===== src/hw/clbp_pkg.sv =====
package clbp_pkg;

  // Register offsets within the host function's memory base
  localparam logic [7:0]  CTRL_CUR_OFFSET   = 8'h24;
  localparam logic [7:0]  BULK_HEAD_OFFSET  = 8'h28;

  // Descriptor address field of each pointer register
  localparam int          ADDR_LSB          = 4;
  localparam int          ADDR_MSB          = 31;
  localparam int          ADDR_WIDTH        = 28;

  // Reset values
  localparam logic [31:0] CTRL_CUR_RESET    = 32'h0000_0000;
  localparam logic [31:0] BULK_HEAD_RESET   = 32'h0000_0000;

  // Field positions in neighbouring registers
  localparam int          LIST_FILLED_BIT   = 1;
  localparam int          CTRL_ENABLE_BIT   = 4;

  // List end marker
  localparam logic [27:0] LIST_END          = 28'h000_0000;

endpackage : clbp_pkg


===== src/hw/clbp_pointers.sv =====
`timescale 1ns/1ps

module clbp_pointers
(
  // Clock and reset
  input  wire logic        clock,
  input  wire logic        rst_n,
  // Register access from the function's memory base
  input  wire logic [7:0]  reg_addr,
  input  wire logic        reg_wr,
  input  wire logic        reg_rd,
  input  wire logic [31:0] reg_wdata,
  output logic      [31:0] reg_rdata,
  output logic             reg_hit,
  // Neighbouring register fields
  input  wire logic [31:0] host_control_reg,
  input  wire logic [31:0] command_status_reg,
  input  wire logic [31:0] control_head_pointer,
  // List-processing engine events
  input  wire logic        frame_start,
  input  wire logic        ctrl_ed_done,
  input  wire logic [27:0] ctrl_next_addr,
  input  wire logic        ctrl_list_end,
  input  wire logic        bulk_list_start,
  input  wire logic        init_load,
  input  wire logic [27:0] host_comm_area_bulk,
  // To the list-processing engine
  output logic      [27:0] control_current_addr,
  output logic      [27:0] bulk_head_addr,
  output logic      [27:0] ctrl_walk_addr,
  output logic      [27:0] bulk_walk_addr,
  output logic             ctrl_walk_valid,
  output logic             control_list_filled_clr
);

  // Overview of the block:
  // Two pointer registers sit here. The control current pointer belongs to
  // the list engine while the control list runs, and to software only while
  // the list is switched off. The bulk head pointer is loaded by software or
  // by the engine's initial fetch from the host communication area.
  // Only the descriptor address field is stored; the reserved nibble is
  // rebuilt as zero on every read, which saves flops and keeps stray bits
  // written by software from ever showing up again.
  // Every engine strobe is a one-cycle pulse taken at the rising edge, except frame_start, which gates the walk valid directly,
  // ctrl_list_end, which also gates the flag clear pulse directly, and bulk_list_start, which is unused;
  // more than one pulse in the same cycle is resolved by a fixed priority.

  // Stored pointer fields, bits 31..4 of each register
  logic [27:0] ctrl_cur_ff;
  logic [27:0] nxt_ctrl_cur;
  logic [27:0] bulk_head_ff;
  logic [27:0] nxt_bulk_head;

  // Read data register and its next value; it stands until the next read
  logic [31:0] rdata_ff;
  logic [31:0] nxt_rdata;

  // Address decode of the two pointer registers
  wire logic sel_ctrl_cur  = (reg_addr == clbp_pkg::CTRL_CUR_OFFSET);
  wire logic sel_bulk_head = (reg_addr == clbp_pkg::BULK_HEAD_OFFSET);
  wire logic sel_none      = !sel_ctrl_cur && !sel_bulk_head;

  // Read strobes split per register
  wire logic rd_ctrl_cur  = reg_rd && sel_ctrl_cur;
  wire logic rd_bulk_head = reg_rd && sel_bulk_head;
  wire logic rd_unmapped  = reg_rd && sel_none;

  // Neighbouring flags, owned by other registers of the host function
  wire logic control_list_filled = command_status_reg[clbp_pkg::LIST_FILLED_BIT];
  wire logic control_list_enable = host_control_reg[clbp_pkg::CTRL_ENABLE_BIT];

  // Address fields of the neighbouring head register and of the write data
  wire logic [27:0] ctrl_head_addr =
    control_head_pointer[clbp_pkg::ADDR_MSB:clbp_pkg::ADDR_LSB];
  wire logic [27:0] wr_addr_field =
    reg_wdata[clbp_pkg::ADDR_MSB:clbp_pkg::ADDR_LSB];

  // Software may write the current pointer only while the list is off;
  // a write with the list on is dropped so the engine's value survives a
  // careless driver. Reads are never blocked and give a momentary value.
  wire logic sw_ctrl_wr = reg_wr && sel_ctrl_cur && !control_list_enable;
  wire logic sw_bulk_wr = reg_wr && sel_bulk_head;

  // End-of-list decisions, taken on the filled flag as it stands
  wire logic ctrl_reload = ctrl_list_end && control_list_filled;
  wire logic ctrl_hold   = ctrl_list_end && !control_list_filled;

  // Lower-priority control pointer sources, masked by the end of the list
  wire logic ctrl_step    = ctrl_ed_done && !ctrl_list_end;
  wire logic ctrl_sw_load = sw_ctrl_wr && !ctrl_list_end && !ctrl_ed_done;

  // Bulk head sources; the initial load wins over a racing software write,
  // since the fetch from system memory is the value the engine relies on.
  wire logic bulk_init    = init_load;
  wire logic bulk_sw_load = sw_bulk_wr && !init_load;

  // Current pointer is live while it holds a descriptor address
  wire logic ctrl_cur_live = (ctrl_cur_ff != clbp_pkg::LIST_END);

  // Read words with the reserved nibble forced to zero
  wire logic [31:0] rd_word_ctrl = {ctrl_cur_ff, 4'h0};
  wire logic [31:0] rd_word_bulk = {bulk_head_ff, 4'h0};

  // Next control current pointer. Engine events win over software writes:
  // the engine owns the pointer while the list runs, and a write can only
  // land while the list is off, when the engine raises no events.
  // Limitation: a filled flag set in the very cycle of the end pulse is
  // seen; one set a cycle later waits for the next end of the list.
  always_comb
  begin
    nxt_ctrl_cur = ctrl_cur_ff;
    if (ctrl_reload)
    begin
      nxt_ctrl_cur = ctrl_head_addr;
    end
    else if (ctrl_hold)
    begin
      nxt_ctrl_cur = ctrl_cur_ff;
    end
    else if (ctrl_step)
    begin
      nxt_ctrl_cur = ctrl_next_addr;
    end
    else if (ctrl_sw_load)
    begin
      nxt_ctrl_cur = wr_addr_field;
    end
  end

  // Next bulk head pointer; reserved low bits are not stored
  always_comb
  begin
    nxt_bulk_head = bulk_head_ff;
    if (bulk_init)
    begin
      nxt_bulk_head = host_comm_area_bulk;
    end
    else if (bulk_sw_load)
    begin
      nxt_bulk_head = wr_addr_field;
    end
  end

  // Read data is registered so the bus sees a stable word for as long as
  // it likes; unmapped offsets read zero rather than stale data.
  always_comb
  begin
    nxt_rdata = rdata_ff;
    if (rd_ctrl_cur)
    begin
      nxt_rdata = rd_word_ctrl;
    end
    else if (rd_bulk_head)
    begin
      nxt_rdata = rd_word_bulk;
    end
    else if (rd_unmapped)
    begin
      nxt_rdata = 32'h0000_0000;
    end
  end

  // Control current pointer; zero after reset marks the end of the list
  always_ff @(posedge clock)
  begin
    if (!rst_n)
    begin
      ctrl_cur_ff <= clbp_pkg::CTRL_CUR_RESET[clbp_pkg::ADDR_MSB:clbp_pkg::ADDR_LSB];
    end
    else
    begin
      ctrl_cur_ff <= nxt_ctrl_cur;
    end
  end

  // Bulk head pointer
  always_ff @(posedge clock)
  begin
    if (!rst_n)
    begin
      bulk_head_ff <= clbp_pkg::BULK_HEAD_RESET[clbp_pkg::ADDR_MSB:clbp_pkg::ADDR_LSB];
    end
    else
    begin
      bulk_head_ff <= nxt_bulk_head;
    end
  end

  // Read data register
  always_ff @(posedge clock)
  begin
    if (!rst_n)
    begin
      rdata_ff <= 32'h0000_0000;
    end
    else
    begin
      rdata_ff <= nxt_rdata;
    end
  end

  // Register access outputs; the hit flag is combinational so the bus can
  // claim the access in the same cycle as the address appears.
  assign reg_rdata = rdata_ff;
  assign reg_hit   = !sel_none;

  // Pointers seen by the engine, straight from the flops
  assign control_current_addr = ctrl_cur_ff;
  assign bulk_head_addr       = bulk_head_ff;

  // Frame walk resumes at the current pointer; zero means the list is
  // exhausted, so the walk valid stays low and the head address is offered. The choice is a
  // plain mux so the engine sees the new pointer one cycle after an update.
  assign ctrl_walk_valid = frame_start && ctrl_cur_live;
  assign ctrl_walk_addr  = ctrl_cur_live ? ctrl_cur_ff : ctrl_head_addr;
  assign bulk_walk_addr  = bulk_head_ff;

  // Flag clear pulse to the command status register owner; that owner
  // clears the bit, so a set by software in the same cycle is its call.
  assign control_list_filled_clr = ctrl_reload;

  // Traversal start is qualified by the engine; the bulk walk always
  // starts from the head register, so this pulse needs no logic here.
  wire logic unused_bulk_start = bulk_list_start;

endmodule : clbp_pointers


===== config.mk =====
export PLATFORM = sky130hd
export DESIGN_NAME = clbp_pointers
export DESIGN_NICKNAME = d
export VERILOG_FILES = /design/src/hw/clbp_pkg.sv /design/src/hw/clbp_pointers.sv
export SDC_FILE = /design/constraint.sdc
export NUM_CORES = 1
export LEC_CHECK = 0
export ABC_AREA = 1
export BUFFER_PORTS_ARGS = -buffer_cell sky130_fd_sc_hd__buf_2
export CAP_MARGIN = 20
export CORE_AREA = 2 2 134 136
export DETAILED_ROUTE_END_ITERATION = 10
export DIE_AREA = 0 0 136 138
export PLACE_DENSITY_LB_ADDON = 0.3
export SLEW_MARGIN = 20
export SYNTH_ARGS = -nofsm -noshare
export SYNTH_HDL_FRONTEND = slang
export SYNTH_SLANG_ARGS = --single-unit

===== constraint.sdc =====
create_clock -name clock -period 1.8 [get_ports clock]
set_input_delay 0.36 -clock clock [delete_from_list [all_inputs] [get_ports clock]]
set_output_delay 0.36 -clock clock [all_outputs]
set_load 0.005 [all_outputs]

==> flow_metrics.tcl <==
set metrics [dict create \
    synth-edff-count 0 \
    syn_inst 936 \
    die_h_um 138 \
    htreeDepth 3 \
    finalSetupViolations 29 \
    core_area_mm2 0.0175 \
    cellPowerDensity_mw_per_mm2 754 \
    ant_nets 0 \
    p_seq_share_pct 36.7 \
    period_share_pct 114 \
    layout.nets 1369 \
    layout_common_cells "buf_2 (272), nand2_1 (259), nor2_1 (118)" \
    max_freq_ghz 0.486 \
    fp.dieW_um 136 \
    ys_types 25 \
    grt_max_degree 57 \
    vdd_drop_max_uv 403 \
    grt_pass1_vias 5999 \
    switching_share_pct 30.0 \
    critPathKind "flop to output pin" \
    min_period_ns 2.06 \
    violations "setup timing" \
    stdcell_count 1402 \
    ctsLongestPathBuffers 2 \
    synth_ff_type "dfxtp_1" \
    cpPeakStageDelay_ns 0.34 \
    rsz0062_at_grt "true" \
    syn_to_final_growth_pct 34.7 \
    yosysWarnings 0 \
    cp_max_fo 8 \
    drive_gt1_share_pct 30.9 \
    critPathArrivalTime_ns 1.70 \
    firstDrtPassIters 5 \
    first_iter_violations 452 \
    clkPwrFrac_pct 38.0 \
    synth.yosys.seq_area_share_pct 30.1 \
    cp-start-kind "flop" \
    io_buffers 272 \
    final.setup.worst_slack_ns -0.258 \
    gr-total-overflow 0 \
    ys_async_sr_fraction_pct 0 \
    leakage_nw 4.14 \
    io_pins 348 \
    final_common_cell "buf_2" \
    clk_latency_ns 0.34 \
    cp_cell_sequence "nor2_4 -> nand4_1 -> nor2_4 -> buf_6 -> buf_12 -> nand4_1 -> nand2_1 -> buf_2" \
    syn_area_mm2 0.00559 \
    hold_violations 0 \
    synth_seq_cells 84 \
    grt_pass1_wl_um 32800 \
    cp.required_ns 1.44 \
    clock-sinks 84 \
    row_count 49 \
    dpl.hpwl_um 15800 \
    placed_cells 1379 \
    avgSynthCellArea_um2 5.97 \
    num_vias 6729 \
    clock_skew_ns 0.00456 \
    route.detailed.drc 0 \
    start_util_pct 31.9 \
    intPower_w 0.00397 \
    numCtsBuffers 9 \
    power_w 0.00568 \
    track_usage_pct 22.6 \
    antenna-diode-count 0 \
    p_sw_w 0.00170 \
    wl_per_cell_um 15.6 \
    maxSlewViolCount 0 \
    fillers 1953 \
    slowest_stage "dfxtp_2" \
    status "finished, violations left" \
    drv_cap 0 \
    cts_root_buf "clkbuf_16" \
    critPathCaptureType "output pin" \
    die-area_mm2 0.0188 \
    cts_tree "built" \
    wirelength_um 21900 \
    place_congestion 0.856 \
    vias_per_cell 4.80 \
    p_comb_share_pct 25.3 \
    clk_pin_slew_ns 0.06 \
    antenna_found_initial 0 \
    hp-class "primary input to flop" \
]
[Yosys cell counts, types with 2 or more instances]
cell      number  share of area [%]
nand2_1      259                 17
nor2_1       125                8.4
inv_1         96                6.4
dfxtp_1       84                 30
nand3_1       83                7.4
o21ai_0       65                5.8
a21oi_1       54                4.8
buf_4         41                5.5
buf_2         35                3.1
nand4_1       34                3.8
o21ai_1       19                1.7
clkbuf_1      15                1.0
buf_6         10                2.0
nand2_2        3               0.34
nand3_2        2               0.36
nand3b_1       2               0.27
[final timing paths]
path / slack [ns] / start / cells past startpoint / to
setup / recovery: -0.26 / control_current_addr[14] / 8 / ctrl_walk_addr[21]
hold / removal: 0.34 / control_head_pointer[6] / 5 / control_current_addr[2]
setup reg to reg: 0.85 / control_current_addr[1] / 5 / reg_rdata[5]
hold reg to reg: 0.51 / bulk_head_addr[0] / 2 / bulk_head_addr[0]
[stage by stage]
stage / util, % / setup WS (ns) / instance area [µm²] / hold slack (ns) / setup TNS [ns]
floorplan: - / 0.301 / 5600 / 0.502 / 0
global placement: 40.1 / 0.102 / 7030 / 0.501 / 0
detailed placement: 40.1 / 0.102 / 7030 / 0.506 / 0
CTS: 42.9 / -0.261 / 7520 / 0.320 / -6.25
global route: 42.9 / -0.354 / 7530 / 0.362 / -8.88
finish: 42.9 / -0.258 / 7530 / 0.335 / -5.99
[routing by layer]
layer	up-vias	track usage, %	wire length, µm
met5	-	0	0
met4	0	9.27	561
met3	40	4.18	1540
met2	267	36.0	10100
met1	3026	30.0	9760
li1	3396	-	-
[critical path, delay by kind of cell (launching register included)]
family | cells | cell delay, ns
buffers and inverters | 3 | 0.41
AND/OR/NAND/NOR | 5 | 0.62
flip-flops | 1 | 0.34
[cells by family after synthesis]
| family | count (synthesis) | share of synthesized area [%] |
|---|---|---|
| AO/OA/AOI/OAI | 138 | 12.4 |
| flip-flops | 84 | 30.1 |
| other | 1 | 0.0671 |
| buffers and inverters | 199 | 18.2 |
| AND/OR/NAND/NOR | 514 | 39.3 |
[final cells by class]
cell class / instances / area (µm²) / area share (%)
repair buffers: 319 / 1900 / 25.3
clock inverters: 6 / 111 / 1.48
inverters: 98 / 368 / 4.88
well taps: 229 / 287 / 3.80
clock buffers: 10 / 229 / 3.04
flip-flops and latches: 84 / 1690 / 22.4
multi-input cells: 656 / 2940 / 39.1
[power groups by stage]
stage / clock network [W] / logic [W] / registers, W
2_1_floorplan: 0 / 0.000734 / 0.00211
3_3_place_gp: 0 / 0.00135 / 0.00212
3_5_place_dp: 0 / 0.00136 / 0.00212
4_1_cts: 0.00220 / 0.00143 / 0.00208
5_1_grt: 0.00228 / 0.00160 / 0.00210
6_report: 0.00216 / 0.00144 / 0.00208
[sequential cells by signal, indices dropped and copies added (netlist names)]
signal / cells
reg_rdata: 28
bulk_head_addr: 28
control_current_addr: 28
[repair_timing]
action,in CTS,in global routing
buffers inserted,5,0
resized for setup,18,6
hold buffers,0,0
endpoints found under the hold margin,0,0
endpoints found under the setup margin,29,29
cloned,3,0
pin swaps,8,9
Power figures use the tool's default switching activity.
